===== config.mk =====
export PLATFORM = sky130hd
export DESIGN_NAME = mlr_exec
export DESIGN_NICKNAME = d
export VERILOG_FILES = /design/src/verilog/mlr_pkg.sv /design/src/verilog/mlr_exec.sv /design/src/verilog/mlr_decode.sv
export SDC_FILE = /design/constraint.sdc
export NUM_CORES = 1
export LEC_CHECK = 0
export BUFFER_PORTS_ARGS = -buffer_cell sky130_fd_sc_hd__buf_2
export CAP_MARGIN = 20
export CORE_ASPECT_RATIO = 0.9
export CORE_MARGIN = 2
export CORE_UTILIZATION = 37
export DETAILED_ROUTE_END_ITERATION = 8
export GPL_TIMING_DRIVEN = 1
export PLACE_DENSITY = 0.72
export SLEW_MARGIN = 20
export SYNTH_ARGS = -nofsm -noshare
export SYNTH_HDL_FRONTEND = slang
export SYNTH_SLANG_ARGS = --single-unit

===== constraint.sdc =====
create_clock -name clk_sys -period 1.4 [get_ports clk_sys]
set_clock_uncertainty 0.2 [all_clocks]
set_input_delay 0.21 -clock clk_sys [delete_from_list [all_inputs] [get_ports clk_sys]]
set_output_delay 0.21 -clock clk_sys [all_outputs]
set_load 0.01 [all_outputs]

===== src/verilog/mlr_pkg.sv =====
/*
  package for the move/literal/return execute group of an 8-bit core:
  opcode patterns, field positions, reset values, cycle counts.
  assumes a 12-bit instruction word presented once per instruction cycle.
*/
// Functional notes
// RULE_01 - move-file matched on upper six opcode bits
// RULE_02 - destination bit picks accumulator or file
// RULE_03 - move-file sets zero flag from value
// RULE_04 - these five run in one cycle
// RULE_05 - store-accumulator writes file, flags untouched
// RULE_06 - return loads literal, pc from stack top
// RULE_07 - literal load, no-op, prescaler config load
package mlr_pkg;
  localparam int          IW          = 12;
  localparam int          DW          = 8;
  localparam int          FW          = 5;
  localparam int          PW          = 10;
  localparam int          DEST_BIT    = 5;
  localparam logic [5:0]  OPC_MOVE    = 6'h08;  // 0010 00
  localparam logic [6:0]  OPC_STORE   = 7'h01;  // 0000 001
  localparam logic [3:0]  OPC_LIT     = 4'hc;   // 1100
  localparam logic [3:0]  OPC_RET     = 4'h8;   // 1000
  localparam logic [11:0] OPC_NOP     = 12'h000;
  localparam logic [11:0] OPC_CFG     = 12'h002;
  localparam logic [7:0]  ACC_RST     = 8'h00;
  localparam logic        ZERO_RST    = 1'b0;
  localparam logic [7:0]  CFG_RST     = 8'hff;
  localparam logic [1:0]  RET_CYCLES  = 2'h2;
endpackage


===== src/verilog/mlr_exec.sv =====
/*
  execute logic for move-file, store-accumulator, load-literal, no-op,
  prescaler configuration load and return-with-literal.
  assumes the file space answers file_rdata combinationally for
  file_addr, and that stack_top holds the return address.
*/
`timescale 1ns/100ps
module mlr_exec (
  input  wire logic        clk_sys,
  input  wire logic        nrst,
  input  wire logic        instr_valid,
  input  wire logic [11:0] instr,
  input  wire logic [7:0]  file_rdata,
  input  wire logic [9:0]  stack_top_entry,
  output logic [4:0]       file_addr,
  output logic             file_we,
  output logic [7:0]       file_wdata,
  output logic [7:0]       acc_r,
  output logic             zero_r,
  output logic             zero_we,
  output logic [7:0]       option_cfg_r,
  output logic             pc_load,
  output logic [9:0]       pc_load_val,
  output logic             busy,
  output logic             instr_ready
);
  // phase of the execute stage: run, or the stall after a return
  typedef enum logic {
    PH_RUN   = 1'b0,
    PH_STALL = 1'b1
  } mlr_phase_t;

  logic [1:0] rst_sync_r;
  logic       rst_n;
  logic       is_move;
  logic       is_store;
  logic       is_lit;
  logic       is_ret;
  logic       is_nop;
  logic       is_cfg;
  mlr_phase_t phase_r;
  mlr_phase_t phase_nxt;
  logic       go;
  logic [7:0] move_val;

  // zero test shared by the flag logic and its check
  function automatic logic is_zero_val(input logic [7:0] v);
    return (v == 8'h00);
  endfunction

  // two-stage reset release
  always_ff @(posedge clk_sys or negedge nrst) begin
    if (!nrst) begin
      rst_sync_r <= 2'h0;
    end else begin
      rst_sync_r <= {rst_sync_r[0], 1'b1};
    end
  end
  assign rst_n = rst_sync_r[1];

  mlr_decode u_dec (
    .instr    (instr),
    .is_move  (is_move),
    .is_store (is_store),
    .is_lit   (is_lit),
    .is_ret   (is_ret),
    .is_nop   (is_nop),
    .is_cfg   (is_cfg)
  );

  // one instruction per cycle except the return's second cycle
  assign instr_ready = (phase_r == PH_RUN);            // [RULE_04]
  assign busy        = (phase_r == PH_STALL);          // [RULE_06]
  assign go          = instr_valid && (phase_r == PH_RUN);
  assign move_val    = file_rdata;                     // [RULE_01]

  // file port: address field, write for store or move back
  always_comb begin
    file_addr  = instr[4:0];
    file_we    = go && (is_store ||
                 (is_move && instr[mlr_pkg::DEST_BIT])); // [RULE_02] [RULE_05]
    file_wdata = is_store ? acc_r : move_val;
    zero_we    = go && is_move;                        // [RULE_03]
    pc_load    = go && is_ret;                         // [RULE_06]
    pc_load_val = stack_top_entry;
  end

  // accumulator updates
  always_ff @(posedge clk_sys or negedge rst_n) begin
    if (!rst_n) begin
      acc_r <= mlr_pkg::ACC_RST;
    end else if (go && is_move && !instr[mlr_pkg::DEST_BIT]) begin
      acc_r <= move_val;                               // [RULE_02]
    end else if (go && (is_lit || is_ret)) begin
      acc_r <= instr[7:0];                             // [RULE_06] [RULE_07]
    end
  end

  // zero flag, only move-file touches it
  always_ff @(posedge clk_sys or negedge rst_n) begin
    if (!rst_n) begin
      zero_r <= mlr_pkg::ZERO_RST;
    end else if (go && is_move) begin
      zero_r <= is_zero_val(move_val);                 // [RULE_03]
    end
  end

  // prescaler configuration register
  always_ff @(posedge clk_sys or negedge rst_n) begin
    if (!rst_n) begin
      option_cfg_r <= mlr_pkg::CFG_RST;
    end else if (go && is_cfg) begin
      option_cfg_r <= acc_r;                           // [RULE_07]
    end
  end

  // phase machine: a taken return buys one stall cycle for the refetch
  always_comb begin
    case (phase_r)
      PH_RUN: begin
        phase_nxt = (go && is_ret) ? PH_STALL : PH_RUN;  // [RULE_06]
      end
      PH_STALL: begin
        phase_nxt = PH_RUN;  // word offered here is dropped
      end
      default: begin
        phase_nxt = PH_RUN;
      end
    endcase
  end

  // phase register
  always_ff @(posedge clk_sys or negedge rst_n) begin
    if (!rst_n) begin
      phase_r <= PH_RUN;
    end else begin
      phase_r <= phase_nxt;
    end
  end

  // move_file_op sets the zero flag from the moved value
  move_zero_a: assert property ( // [RULE_03]
    @(posedge clk_sys) disable iff (!rst_n)
    go && is_move |=> zero_r == is_zero_val($past(move_val)))
    else $error("zero flag wrong after move");

  // move with destination clear lands in the accumulator
  move_dest_a: assert property ( // [RULE_02]
    @(posedge clk_sys) disable iff (!rst_n)
    go && is_move && !instr[mlr_pkg::DEST_BIT] |=>
    acc_r == $past(move_val))
    else $error("move to accumulator failed");

  // move with destination set writes the same value back
  move_back_a: assert property ( // [RULE_01] [RULE_02]
    @(posedge clk_sys) disable iff (!rst_n)
    go && is_move && instr[mlr_pkg::DEST_BIT] |->
    file_we && file_wdata == file_rdata)
    else $error("move write back failed");

  // store_accumulator_op drives the file port, no flag strobe
  store_acc_a: assert property ( // [RULE_05]
    @(posedge clk_sys) disable iff (!rst_n)
    go && is_store |-> file_we && file_wdata == acc_r && !zero_we)
    else $error("store accumulator failed");

  // store leaves the accumulator and the zero flag alone
  store_flag_a: assert property ( // [RULE_05]
    @(posedge clk_sys) disable iff (!rst_n)
    go && is_store |=> $stable(zero_r) && $stable(acc_r))
    else $error("store changed flag or accumulator");

  // return_with_literal_op: one dead cycle, then ready again
  ret_two_a: assert property ( // [RULE_06]
    @(posedge clk_sys) disable iff (!rst_n)
    go && is_ret |=> !instr_ready ##1 instr_ready)
    else $error("return not two cycles");

  // return loads the pc at once and the literal on the next edge
  ret_lit_a: assert property ( // [RULE_06]
    @(posedge clk_sys) disable iff (!rst_n)
    go && is_ret |-> pc_load ##1 acc_r == $past(instr[7:0]))
    else $error("return literal wrong");

  // return touches neither the file nor the zero flag
  ret_flag_a: assert property ( // [RULE_06]
    @(posedge clk_sys) disable iff (!rst_n)
    go && is_ret |-> (!zero_we && !file_we) ##1 $stable(zero_r))
    else $error("return changed file or flag");

  // a word offered in the stall cycle has no effect
  stall_quiet_a: assert property ( // [RULE_06]
    @(posedge clk_sys) disable iff (!rst_n)
    busy |-> !file_we && !zero_we && !pc_load)
    else $error("word taken during stall");

  // every other op of the group leaves the stage ready
  single_cyc_a: assert property ( // [RULE_04]
    @(posedge clk_sys) disable iff (!rst_n)
    go && !is_ret |=> instr_ready)
    else $error("single cycle op stalled");

  // load_literal_op fills the accumulator, zero flag kept
  lit_keep_a: assert property ( // [RULE_07]
    @(posedge clk_sys) disable iff (!rst_n)
    go && is_lit |=> acc_r == $past(instr[7:0]) && $stable(zero_r))
    else $error("literal load wrong");

  // configuration load copies the accumulator
  cfg_load_a: assert property ( // [RULE_07]
    @(posedge clk_sys) disable iff (!rst_n)
    go && is_cfg |=> option_cfg_r == $past(acc_r))
    else $error("config load wrong");

  // configuration load writes nothing else
  cfg_quiet_a: assert property ( // [RULE_07]
    @(posedge clk_sys) disable iff (!rst_n)
    go && is_cfg |-> (!file_we && !zero_we) ##1 $stable(acc_r))
    else $error("config load disturbed other state");

  // configuration register moves only on its own load
  cfg_hold_a: assert property ( // [RULE_07]
    @(posedge clk_sys) disable iff (!rst_n)
    !(go && is_cfg) |=> $stable(option_cfg_r))
    else $error("config register changed without load");

  // no-op keeps accumulator and flag
  nop_still_a: assert property ( // [RULE_07]
    @(posedge clk_sys) disable iff (!rst_n)
    go && is_nop |=> $stable(acc_r) && $stable(zero_r))
    else $error("no-op changed state");

  // no-op raises no strobe
  nop_quiet_a: assert property ( // [RULE_07]
    @(posedge clk_sys) disable iff (!rst_n)
    go && is_nop |-> !file_we && !zero_we && !pc_load)
    else $error("no-op raised a strobe");
endmodule


===== src/verilog/mlr_decode.sv =====
/*
  combinational opcode classifier for the execute group.
  assumes a stable instruction word from the fetch path.
*/
`timescale 1ns/100ps
module mlr_decode (
  input  wire logic [11:0] instr,
  output logic             is_move,
  output logic             is_store,
  output logic             is_lit,
  output logic             is_ret,
  output logic             is_nop,
  output logic             is_cfg
);
  // pattern matches on the fixed opcode bits
  always_comb begin
    is_move  = (instr[11:6] == mlr_pkg::OPC_MOVE);   // [RULE_01]
    is_store = (instr[11:5] == mlr_pkg::OPC_STORE);  // [RULE_05]
    is_lit   = (instr[11:8] == mlr_pkg::OPC_LIT);    // [RULE_07]
    is_ret   = (instr[11:8] == mlr_pkg::OPC_RET);    // [RULE_06]
    is_nop   = (instr == mlr_pkg::OPC_NOP);          // [RULE_07]
    is_cfg   = (instr == mlr_pkg::OPC_CFG);          // [RULE_07]
  end
endmodule


Yosys cells after proc, flatten, opt, wreduce, memory -nomap -nowiden --
Index checks and enable logic that the tools add are counted.
Cells by class: $add $sub $neg 0, multipliers 0, divide/modulo/power cells 0, $lt $le $gt $ge 0, equal/unequal tests 5, shift operators 0, multiplexer cells 5, bitwise gates (word level) 1, reductions and logical operators 13
Operators with widths (number):
- $mux 8 | 3
- $eq 12x2->1 const B | 1
- $eq 4x4->1 const B | 2
- $logic_and 1x1->1 | 8
- $logic_not 8->1 | 1
- $eq 7x1->1 const B | 1
- $eq 6x4->1 const B | 1
- $logic_or 1x1->1 | 2
- $pmux 1 s2 | 1
- $reduce_bool 2->1 | 1
- $logic_not 1->1 | 1
- $mux 1 | 1
- $not 1->1 | 1
Word-level totals: flip-flop bits (word level) 20, latch bits 0, RAM bits 0, memory bits (read-only) 0, input port bits 33, output and inout port bits 45, logic and storage cells 29, memories kept 0

Logic depth before layout (Yosys ltp) --
Gate-level depths: netlist of run 1.
depth after elaboration 5, depth in mapped cells 5, depth with buffers taken out 4

By module --
Synthesis of run 1 repeated with hierarchy kept, for this count alone.
Unflattened totals: cell total of the unflattened synthesis 118, area, all modules 1232.4 sq um
By module, submodules not included:
- mlr_exec | times used 1, cells an instance 106, area an instance 1147.4 sq um, seq. area each 510.5 sq um
- mlr_decode | times used 1, cells an instance 12, area an instance 85.1 sq um, seq. area each 0.0 sq um

Worst setup path after synthesis of run 1 --
Ideal clock, no wire load.
kind reg-to-reg, from register phase_r (netlist: busy), to register acc_r[5], setup time 0.083 ns, data arrival time 1.291 ns, data required time 1.117 ns, path slack -0.174 ns, stages on the path, launching flop included 5, path buffers 0, period minus slack after synthesis 1.574 ns, cell sequence dfrtp_1 -> nor2b_1 -> nand4b_1 -> or3b_1 -> o21ai_0
On the way: cells in the longest elaborated chain, start to end 5, elaborated cells between the ends (all ways) 7, classes of those cells 1 x mux; 1 x bitwise; 5 x reduce/logical
RTL lines:
- from (decl) | line mlr_exec.sv:41 | mlr_phase_t phase_r;
- from (signal assigned) | line mlr_exec.sv:137 | phase_r <= phase_nxt;
- $not 1->1 (*) | line mlr_exec.sv:74 | assign go = instr_valid && (phase_r == PH_RUN);
- $logic_and 1x1->1 (*) | line mlr_exec.sv:74
- $logic_and 1x1->1 (2 in a row) | line mlr_exec.sv:92 | end else if (go && is_move && !instr[mlr_pkg::DEST_BIT]) begin
- $mux 8 or $reduce_bool 2->1 (tied branches)
- to (signal assigned) | line mlr_exec.sv:91 | acc_r <= mlr_pkg::ACC_RST;
- to (signal assigned) | line mlr_exec.sv:93 | acc_r <= move_val;
- to (signal assigned) | line mlr_exec.sv:95 | acc_r <= instr[7:0];
- to (decl) | line mlr_exec.sv:18 | output logic [7:0] acc_r,
Mark *: on every way between the ends. The rest lies on a longest branch, timed or not. A chain may end at the register's enable or synchronous reset.

Worst setup path after layout of run 1 --
from input instr[10], to output file_wdata[6]
On the way: cells in the longest elaborated chain, start to end 2
RTL lines:
- from (decl) | line mlr_exec.sv:12 | input wire logic [11:0] instr,
- $eq 7x1->1 | line mlr_decode.sv:18 | is_store = (instr[11:5] == mlr_pkg::OPC_STORE);
- $mux 8 | line mlr_exec.sv:82 | file_wdata = is_store ? acc_r : move_val;
- to (decl) | line mlr_exec.sv:17 | output logic [7:0] file_wdata,
No other way between the ends.

==> results of run 1 <==
[where the power goes]
part / internal [uW] / leakage [uW] / switching (uW)
clock network: 289 / 0.0000279 / 196
logic: 223 / 0.000757 / 197
registers: 639 / 0.000229 / 63.9
total: 1150 / 0.00101 / 457
[per-stage QoR]
step	total power, uW	std cells	area [sq um]	hold slack, ns	utilization
floorplan	863	100	1150	-0.286	-
global placement	993	201	1510	-0.205	0.535
detailed placement	1010	201	1510	-0.202	0.535
CTS	1560	226	1910	-0.00506	0.678
global route	1680	228	2040	0.0122	0.724
finish	1610	228	2040	0.0142	0.724
[worst max-delay path by stage]
stage	slack, ns	startpoint	cells past startpoint	endpoint
finish	-0.41	instr[10]	6	file_wdata[6]
global route	-0.46	instr[10]	6	file_wdata[6]
CTS	-0.35	busy$_DFF_PN0_	4	file_we
detailed placement	-0.34	instr[11]	6	file_wdata[6]
global placement	-0.33	instr[11]	6	file_wdata[5]
floorplan	-0.13	instr[11]	3	file_wdata[0]
[sequential cells by signal, indices dropped and copies added (netlist names)]
register	count
acc_r	8
option_cfg_r	8
rst_sync_r	2
zero_r	1
busy	1
[cell usage in the layout, fill, tap and decap left out]
| cell | n |
|---|---|
| sky130_fd_sc_hd__nor4_1 | 3 |
| sky130_fd_sc_hd__nor4b_1 | 1 |
| sky130_fd_sc_hd__nor2_1 | 3 |
| sky130_fd_sc_hd__nor2b_1 | 1 |
| sky130_fd_sc_hd__mux2_2 | 15 |
| sky130_fd_sc_hd__and4b_2 | 2 |
| sky130_fd_sc_hd__inv_2 | 1 |
| sky130_fd_sc_hd__nor2b_4 | 1 |
| sky130_fd_sc_hd__dfstp_2 | 8 |
| sky130_fd_sc_hd__nor4_4 | 1 |
| sky130_fd_sc_hd__mux2_4 | 1 |
| sky130_fd_sc_hd__or3b_1 | 1 |
| sky130_fd_sc_hd__o21ai_1 | 4 |
| sky130_fd_sc_hd__buf_6 | 34 |
| sky130_fd_sc_hd__dfrtp_1 | 11 |
| sky130_fd_sc_hd__nand4_4 | 1 |
| sky130_fd_sc_hd__nand3_2 | 2 |
| sky130_fd_sc_hd__o21ai_2 | 5 |
| sky130_fd_sc_hd__inv_1 | 1 |
| sky130_fd_sc_hd__buf_4 | 16 |
| sky130_fd_sc_hd__nand2_4 | 1 |
| sky130_fd_sc_hd__mux2i_4 | 1 |
| sky130_fd_sc_hd__dfrtp_2 | 1 |
| sky130_fd_sc_hd__buf_8 | 2 |
| sky130_fd_sc_hd__nor2_4 | 1 |
| sky130_fd_sc_hd__nand4b_1 | 1 |
| sky130_fd_sc_hd__nand2_1 | 2 |
| sky130_fd_sc_hd__buf_2 | 36 |
| sky130_fd_sc_hd__dlygate4sd3_1 | 13 |
| sky130_fd_sc_hd__bufinv_16 | 1 |
| sky130_fd_sc_hd__mux2i_1 | 7 |
| sky130_fd_sc_hd__conb_1 | 1 |
| sky130_fd_sc_hd__clkbuf_4 | 3 |
| sky130_fd_sc_hd__nand2_2 | 6 |
[cells by family after synthesis]
logic type	Yosys count	synth area share
and+or+nand+nor	27	0.157
muxes	24	0.231
DFF	20	0.453
buffers and inverters	19	0.116
AOI/OAI and AO/OA	9	0.0400
other	1	0.00333
[final cells by class]
class,instances,share of cell area
timing repair buffer,101,0.414
tap,40,0.0246
clock buffer,3,0.0110
multi-input combinational,61,0.281
clock inverter,1,0.0147
sequential,20,0.251
inverter,2,0.00368
[per-layer routing]
metal | part of all wire | track usage
met1 | 0.37 | 0.229
met2 | 0.54 | 0.360
met5 | 0 | 0
met3 | 0.063 | 0.0681
met4 | 0.030 | 0.0921
[worst max-delay path: cells and delay by family]
kind | cells | cell delay (ns)
buf+inv | 3 | 0.39
simple gates | 2 | 0.49
mux | 1 | 0.30
[timing repair]
action                     4_1_cts  5_1_grt
pin swaps                       11        6
hold endpoints to repair        19        0
setup endpoints to repair       31       39
hold buffers                    13        0
gates cloned                     1        0
buffers inserted                 8        4
gates resized for setup         40       29
==> reports/qor.txt, run 1 <==
Syn Area/Cell: 11.3 sq um
Die H: 56.3 um
Max_cap viols: 0
Buffers on Ports: 57
Synth top area share: 0.267
Number of endpoints with negative hold slack in the final report: 0
Setup repair after global routing missed its margin: true
Clock tree from TritonCTS: built
Maximum number of pins on one net before global-route repair: 19
Final RePlAce weighted congestion: 0.828
Worst r2r src: busy$_DFF_PN0_
Number of instances in the synthesized netlist: 100
Initial core utilization: 0.400
Final worst path period need: 1.81 ns
Crit Reg-Reg Endpoint: acc_r[0]$_DFFE_PN0P_
I/O pin total: 78
Post-layout net count: 222
Reg2reg path depth: 6
Via density per instance: 4.97
Post-place setup slack: -0.339 ns
Type of element capturing the critical path: output pin
DRT Pass-1 Iters: 4
Share of layout cells above drive strength 1: 0.739
Standard cell core area: 0.00282 sq mm
Category of the worst setup path launch point: input port
First-iteration detailed-routing DRC count: 27
HPWL after DPL: 2250 um
Register Area: 512 sq um
First-pass GRT wire length: 5640 um
Slew Limit Fails: 0
Most common cell type on the critical path: sky130_fd_sc_hd__buf_6
Worst Path Class, Setup: in -> out
Register area share after synthesis: 0.453
Distinct cell type count after synthesis: 22
Worst min-delay path startpoint: instr[1]
Horizontal extent of the die: 62.2 um
Most numerous cell in the Yosys netlist: sky130_fd_sc_hd__mux2_2
Synth warnings: 0
Post-Synthesis Net Count: 133
Transition time at the pin with the least slew margin: 0.566 ns
Die outline area: 0.00350 sq mm
Post-synth design cell area: 0.00113 sq mm
Leak: 0.00101 uW
Number of design rule violations left after detail routing: 0
Primary FF master, synth: sky130_fd_sc_hd__dfrtp_1
Endpoint of the worst hold path: acc_r[1]$_DFFE_PN0P_
Setup violators final: 30
Routed wirelength normalized by instance count: 16.3 um
Hold Path Cell Cnt: 3
Reg clk slew, reported paths: 0.11 ns
EDFF count, synth: 0
Area used by multi-input combinational logic: 573 sq um
Area growth syn-to-layout: 81.0%
Highest Clock Rate: 0.554 GHz
Total wire length: 3720 um
Peak fanout along the critical path: 4
Pwr per Cell Area: 789 mW/mm^2
Run status: complete, but fails checks
CTS buffer count: 3
Grt ovf: 0
Relative max-transition margin: 0.619
Slack of the critical path: -0.405 ns
Count of state elements after synthesis: 20
Class of the most critical hold timing path: in -> reg
CP max-delay cell: sky130_fd_sc_hd__nor4_4
Sinks on the clock net: 20
H-tree Lvls: 1
Maximum count of clock buffers along a single path: 2
Antenna cell count: 0
Leading post-synthesis cells by cell area: sky130_fd_sc_hd__dfrtp_1 27%, sky130_fd_sc_hd__dfstp_2 19%, sky130_fd_sc_hd__mux2_2 16%, sky130_fd_sc_hd__buf_4 10%, sky130_fd_sc_hd__mux2i_1 7.1%
Source-to-sink clock delay at the later pin of the worst-skew pair: 0.31 ns
Cell type contributing the most total cell area after synthesis: sky130_fd_sc_hd__dfrtp_1
Violations in the final reports: negative setup slack
Post-synth ARST share: 1.00
Antenna violations before repair: 0
Reg2reg setup slack: -0.26 ns
Req. time, crit path: 0.99 ns
GRT Overall Usage: 0.206
Number of filler instances in the final layout: 171
Ranking of synthesized cells by instance count: 16 x sky130_fd_sc_hd__mux2_2, 15 x sky130_fd_sc_hd__buf_4, 12 x sky130_fd_sc_hd__dfrtp_1, 9 x sky130_fd_sc_hd__nand2_1, 9 x sky130_fd_sc_hd__o21ai_0
Clock Root Buffer: sky130_fd_sc_hd__clkbuf_4
Peak per-stage delay on the critical path: 0.33 ns
Row count: 18
Post-route antenna net violation count: 0
Setup TNS: -8.27 ns
Via count of the first global-routing pass: 1162
Fin crit share: 1.29
Critical path data arrival time: 1.40 ns
Total number of vias: 1134
Max rail drop VDD: 587 uV
Cells along the critical path: buf_8, nor4_4, nand3_2, buf_6, mux2_4, buf_6
Power figures use the tool's default switching activity.
==> inputs of run 2 (changes only) <==
--- a/config.mk
+++ b/config.mk
@@ -9,11 +9,12 @@
 export CAP_MARGIN = 20
 export CORE_ASPECT_RATIO = 0.9
 export CORE_MARGIN = 2
-export CORE_UTILIZATION = 37
+export CORE_UTILIZATION = 38
 export DETAILED_ROUTE_END_ITERATION = 8
 export GPL_TIMING_DRIVEN = 1
 export PLACE_DENSITY = 0.72
 export SLEW_MARGIN = 20
 export SYNTH_ARGS = -nofsm -noshare
 export SYNTH_HDL_FRONTEND = slang
+export SYNTH_HIERARCHICAL = 1
 export SYNTH_SLANG_ARGS = --single-unit
==> reports/qor.txt, run 2 <==
Number of filler instances in the final layout: 238 (+39%)
Post-Synthesis Net Count: 149 (+12%)
Number of endpoints with negative hold slack in the final report: 0 (unchanged)
CP Launch Point: instr[6]
Fin crit share: 1.49 (+0.203)
Area used by multi-input combinational logic: 704 sq um (+23%)
Row count: 19 (+1)
Final worst path period need: 2.09 ns (+0.284 ns)
Class of the most critical hold timing path: in -> reg
Clock tree from TritonCTS: built
Peak fanout along the critical path: 9 (+5)
Reg power frac: 0.451 (+0.014)
First-iteration detailed-routing DRC count: 68 (+150%)
Setup TNS: -13.99 ns (-5.72 ns)
GRT Overall Usage: 0.201 (-0.00514)
Slack of the critical path: -0.690 ns (-0.284 ns)
Worst r2r src: busy$_DFF_PN0_
H-tree Lvls: 1 (unchanged)
Syn Area/Cell: 10.5 sq um (-6.6%)
Via density per instance: 5.09 (+2.3%)
Die outline area: 0.00368 sq mm (+5.1%)
Reg2reg setup slack: -0.06 ns (+0.20 ns)
Total wire length: 3630 um (-2.4%)
Hold Path Cell Cnt: 3 (unchanged)
Slew Limit Fails: 0 (unchanged)
Worst Path Class, Setup: in -> out
Reg2reg path depth: 4 (-2)
DRT Pass-1 Iters: 4 (unchanged)
Setup violators final: 29 (-3.3%)
Req. time, crit path: 0.99 ns (about the same)
First-pass GRT wire length: 5710 um (+1.3%)
Antenna cell count: 0 (unchanged)
Total number of vias: 1181 (+4.1%)
Switching portion of total power: 0.283 (-0.000946)
P_sw: 451 uW (-1.3%)
Sinks on the clock net: 20 (unchanged)
Source-to-sink clock delay at the later pin of the worst-skew pair: 0.30 ns (about the same)
I/O pin total: 78 (unchanged)
CP max-delay cell: sky130_fd_sc_hd__or4_4
Buffers on Ports: 57 (unchanged)
Reg clk slew, reported paths: 0.12 ns (about the same)
HPWL after DPL: 2560 um (+14%)
Final RePlAce weighted congestion: 0.829 (+0.13%)
Registers with the most flip-flops: acc_r (8), option_cfg_r (8), rst_sync_r (2)
Grt ovf: 0 (unchanged)
Worst min-delay path startpoint: file_rdata[0]
Leak: 0.000963 uW (-5.1%)
Category of the worst setup path launch point: input port
Number of cells in the finished layout apart from fillers: 232 (+1.8%)
Highest Clock Rate: 0.479 GHz (-14%)
Clock Root Buffer: sky130_fd_sc_hd__clkbuf_4
Initial core utilization: 0.398 (-0.00220)
Antenna violations before repair: 0 (unchanged)
Top library cells by usage in the layout, fill and taps aside: 45 x sky130_fd_sc_hd__buf_2, 20 x sky130_fd_sc_hd__buf_6, 18 x sky130_fd_sc_hd__buf_4
Critical path data arrival time: 1.68 ns (+0.28 ns)
Standard cell core area: 0.00307 sq mm (+8.9%)
Final std cell area, no fill: 0.00200 sq mm (-2.0%)
Type of element capturing the critical path: output pin
Register Area: 512 sq um (unchanged)
Transition time at the pin with the least slew margin: 0.530 ns (-0.0366 ns)
Via count of the first global-routing pass: 1176 (+1.2%)
CTS buffer count: 3 (unchanged)
Combinational Power Share: 0.253 (-0.008)
Synth warnings: 6 (+6)
Peak per-stage delay on the critical path: 0.54 ns (+0.21 ns)
Relative max-transition margin: 0.647 (+0.0279)
Share of layout cells above drive strength 1: 0.705 (-0.0341)
Cell internal power dissipation: 1140 uW (-0.82%)
Portion of total power attributed to the clock network: 0.296 (-0.006)
Number of instances in the synthesized netlist: 116 (+16%)
Cells along the critical path: buf_6, or4_4, nor3_2, buf_6, mux2_4, buf_2
Die H: 57.8 um (+2.5%)
Violations in the final reports: negative setup slack
Most common cell type on the critical path: sky130_fd_sc_hd__buf_6
Run status: complete, but fails checks
Maximum number of pins on one net before global-route repair: 15 (-4)
Worst hold margin: 0.0110 ns (-0.00321 ns)
Setup repair after global routing missed its margin: true
Number of design rule violations left after detail routing: 0 (unchanged)
Post-layout net count: 224 (+0.90%)
Pwr per Cell Area: 797 mW/mm^2 (+1.0%)
Most common library cell in the layout ignoring fill and taps: sky130_fd_sc_hd__buf_2
Area growth syn-to-layout: 63.8%
Horizontal extent of the die: 63.7 um (+2.5%)
Post-route antenna net violation count: 0 (unchanged)
Max_cap viols: 0 (unchanged)
Post-synth design cell area: 0.00122 sq mm (+8.3%)
Inst Count DP: 213 (+6.0%)
Routed wirelength normalized by instance count: 15.6 um (-4.1%)
Maximum count of clock buffers along a single path: 2 (unchanged)
Final core area utilization: 0.652 (-0.0724)
Placement Cell Area: 0.00161 sq mm (+7.1%)
Max rail drop VDD: 426 uV (-27%)
-- run 2: metrics by stage --
stage                     power [uW]  worst slack [ns]
after floorplan                  920            -0.461
after global placement          1060            -0.689
after detailed placement        1080            -0.724
after CTS                       1580            -0.692
after global routing            1670            -0.735
final                           1590            -0.690
-- run 2: per-layer routing --
metal | global-route usage | vias up | share of wire
li1 | - | 546 | -
met1 | 0.240 | 551 | 0.38
met2 | 0.355 | 68 | 0.51
met3 | 0.0214 | 16 | 0.079
met4 | 0.115 | 0 | 0.036
met5 | 0 | - | 0
-- run 2: worst max-delay path: cells and delay by family --
kind | cells | cell delay, ns
buf+inv | 3 | 0.42
mux | 1 | 0.31
simple gates | 2 | 0.73
-- run 2: final timing paths --
check,end
hold / removal,acc_r[0]$_DFFE_PN0P_
setup / recovery,file_wdata[7]
min in group asynchronous,acc_r[4]$_DFFE_PN0P_
hold reg to reg,acc_r[4]$_DFFE_PN0P_
max in group asynchronous,rst_sync_r[1]$_DFF_PN0_
setup reg to reg,option_cfg_r[1]$_DFFE_PN1P_
-- run 2: area by class of cell --
cell class,instances,share of cell area
multi-input combinational,73,0.353
timing repair buffer,90,0.333
sequential,20,0.256
tap,42,0.0263
clock inverter,1,0.0150
clock buffer,3,0.0113
inverter,3,0.00564
-- run 2: repair_timing --
item / in CTS / in global routing
cloned: 1 / 0
hold endpoints to repair: 5 / 1
endpoints found under the setup margin: 30 / 38
hold buffers: 5 / 1
resized for setup: 29 / 19
pin swaps: 2 / 1
setup buffers: 7 / 5
-- run 2: power groups by stage --
stage / clock [uW] / combinational [uW] / sequential, uW
final: 472 / 403 / 719
after global routing: 503 / 433 / 731
after CTS: 471 / 387 / 719
after detailed placement: 0 / 353 / 731
after global placement: 0 / 342 / 722
after floorplan: 0 / 177 / 743
==> inputs of run 3 (changes only) <==
--- a/config.mk
+++ b/config.mk
@@ -13,6 +13,7 @@
 export DETAILED_ROUTE_END_ITERATION = 8
 export GPL_TIMING_DRIVEN = 1
 export PLACE_DENSITY = 0.72
+export SKIP_LAST_GASP = 1
 export SLEW_MARGIN = 20
 export SYNTH_ARGS = -nofsm -noshare
 export SYNTH_HDL_FRONTEND = slang
==> reports/qor.txt, run 3 (synthesized netlist as in run 2, its figures left out) <==
Leak: 0.000950 uW (-1.3%)
HPWL after DPL: 2560 um (unchanged)
Total number of vias: 1187 (+0.51%)
Buffers on Ports: 57 (unchanged)
Sinks on the clock net: 20 (unchanged)
First-iteration detailed-routing DRC count: 76 (+12%)
Number of endpoints with negative hold slack in the final report: 0 (unchanged)
Req. time, crit path: 0.99 ns (about the same)
Final core area utilization: 0.642 (-0.00979)
Number of design rule violations left after detail routing: 0 (unchanged)
Critical path data arrival time: 1.69 ns (about the same)
Area growth syn-to-layout: 61.3%
Clock Root Buffer: sky130_fd_sc_hd__clkbuf_4
Category of the worst setup path launch point: input port
First-pass GRT wire length: 5680 um (-0.61%)
Placement Cell Area: 0.00161 sq mm (unchanged)
Pwr per Cell Area: 804 mW/mm^2 (+0.83%)
Post-route total power: 1580 uW (-0.69%)
Routed wirelength normalized by instance count: 15.7 um (+0.37%)
Setup repair after global routing missed its margin: true
Worst Path Class, Setup: in -> out
Standard cell core area: 0.00307 sq mm (unchanged)
Setup violators final: 30 (+3.4%)
Source-to-sink clock delay at the later pin of the worst-skew pair: 0.30 ns (about the same)
Max_cap viols: 0 (unchanged)
Most common library cell in the layout ignoring fill and taps: sky130_fd_sc_hd__buf_2
Transition time at the pin with the least slew margin: 0.526 ns (-0.00348 ns)
H-tree Lvls: 1 (unchanged)
Row count: 19 (unchanged)
Antenna violations before repair: 0 (unchanged)
GRT Overall Usage: 0.199 (-0.00143)
CTS buffer count: 3 (unchanged)
Via density per instance: 5.16 (+1.4%)
Via count of the first global-routing pass: 1179 (+0.26%)
Die H: 57.8 um (unchanged)
Die outline area: 0.00368 sq mm (unchanged)
Total wire length: 3610 um (-0.50%)
Clock tree from TritonCTS: built
Relative max-transition margin: 0.649 (+0.00232)
Antenna cell count: 0 (unchanged)
Top library cells by usage in the layout, fill and taps aside: 47 x sky130_fd_sc_hd__buf_2, 18 x sky130_fd_sc_hd__buf_4, 17 x sky130_fd_sc_hd__buf_6
Initial core utilization: 0.398 (unchanged)
Type of element capturing the critical path: output pin
Peak fanout along the critical path: 9 (unchanged)
Registers with the most flip-flops: acc_r (8), option_cfg_r (8), rst_sync_r (2)
Post-layout net count: 222 (-0.89%)
Violations in the final reports: negative setup slack
Class of the most critical hold timing path: in -> reg
Horizontal extent of the die: 63.7 um (unchanged)
Slack of the critical path: -0.695 ns (-0.00563 ns)
Slew Limit Fails: 0 (unchanged)
Reg clk slew, reported paths: 0.11 ns (about the same)
Post-route antenna net violation count: 0 (unchanged)
Max rail drop VDD: 400 uV (-6.2%)
Highest Clock Rate: 0.477 GHz (-0.27%)
Run status: complete, but fails checks
DRT Pass-1 Iters: 4 (unchanged)
Final RePlAce weighted congestion: 0.829 (unchanged)
I/O pin total: 78 (unchanged)
Final std cell area, no fill: 0.00197 sq mm (-1.5%)
Maximum count of clock buffers along a single path: 2 (unchanged)
Final worst path period need: 2.10 ns (+0.00563 ns)
Worst hold margin: 0.0137 ns (+0.00273 ns)
Share of layout cells above drive strength 1: 0.697 (-0.00845)
Grt ovf: 0 (unchanged)
Maximum number of pins on one net before global-route repair: 15 (unchanged)
Fin crit share: 1.50 (+0.00402)
==> run 3: cell type report <==
class | count | area (sq um)
clock inverter | 1 | 30.0
multi-input combinational | 73 | 709
timing repair buffer | 88 | 632
inverter | 3 | 11.3
sequential | 20 | 510
tap | 42 | 52.6
fill | 243 | 1100
clock buffer | 3 | 22.5
==> run 3: final timing paths <==
kind	start	endpoint	slack, ns	cells past startpoint
worst max-delay path	instr[6]	file_wdata[7]	-0.70	6
worst min-delay path	file_rdata[5]	acc_r[5]$_DFFE_PN0P_	0.01	3
worst max register to register	busy$_DFF_PN0_	acc_r[4]$_DFFE_PN0P_	-0.06	3
worst min register to register	rst_sync_r[1]$_DFF_PN0_	acc_r[4]$_DFFE_PN0P_	0.02	0
max in group asynchronous	nrst	rst_sync_r[1]$_DFF_PN0_	0.32	3
min in group asynchronous	rst_sync_r[1]$_DFF_PN0_	acc_r[4]$_DFFE_PN0P_	0.02	0
==> run 3: through the flow <==
stage	instances	worst slack, ns	setup TNS (ns)
finish	230	-0.695	-14.26
global route	230	-0.741	-15.15
CTS	229	-0.692	-14.66
detailed placement	213	-0.724	-18.05
global placement	213	-0.689	-16.77
floorplan	116	-0.461	-10.02
==> run 3: timing repair <==
action,4_1_cts,5_1_grt
hold buffers,5,0
pin swaps,2,1
buffers inserted,7,3
endpoints found under the hold margin,5,0
gates cloned,1,0
endpoints found under the setup margin,30,37
gates resized for setup,22,21
==> run 3: power breakdown <==
group | total (uW) | switching, uW | internal, uW | leakage [uW]
Clock | 468 | 178 | 289 | 0.0000279
Combinational | 398 | 193 | 205 | 0.000692
Sequential | 717 | 71.7 | 645 | 0.000230
==> run 3: per-layer routing <==
| layer | global-route usage | share of wire | vias up |
|---|---|---|---|
| met1 | 0.235 | 0.37 | 559 |
| met3 | 0.0272 | 0.071 | 14 |
| met2 | 0.358 | 0.53 | 67 |
| met5 | 0 | 0 | - |
| li1 | - | - | 547 |
| met4 | 0.0994 | 0.027 | 0 |
==> run 3: worst max-delay path, cell delays in order <==
cell	delay [ns]
sky130_fd_sc_hd__buf_6	0.09
sky130_fd_sc_hd__or4_4	0.55
sky130_fd_sc_hd__nor3_2	0.19
sky130_fd_sc_hd__buf_6	0.19
sky130_fd_sc_hd__mux2_4	0.31
sky130_fd_sc_hd__buf_2	0.14
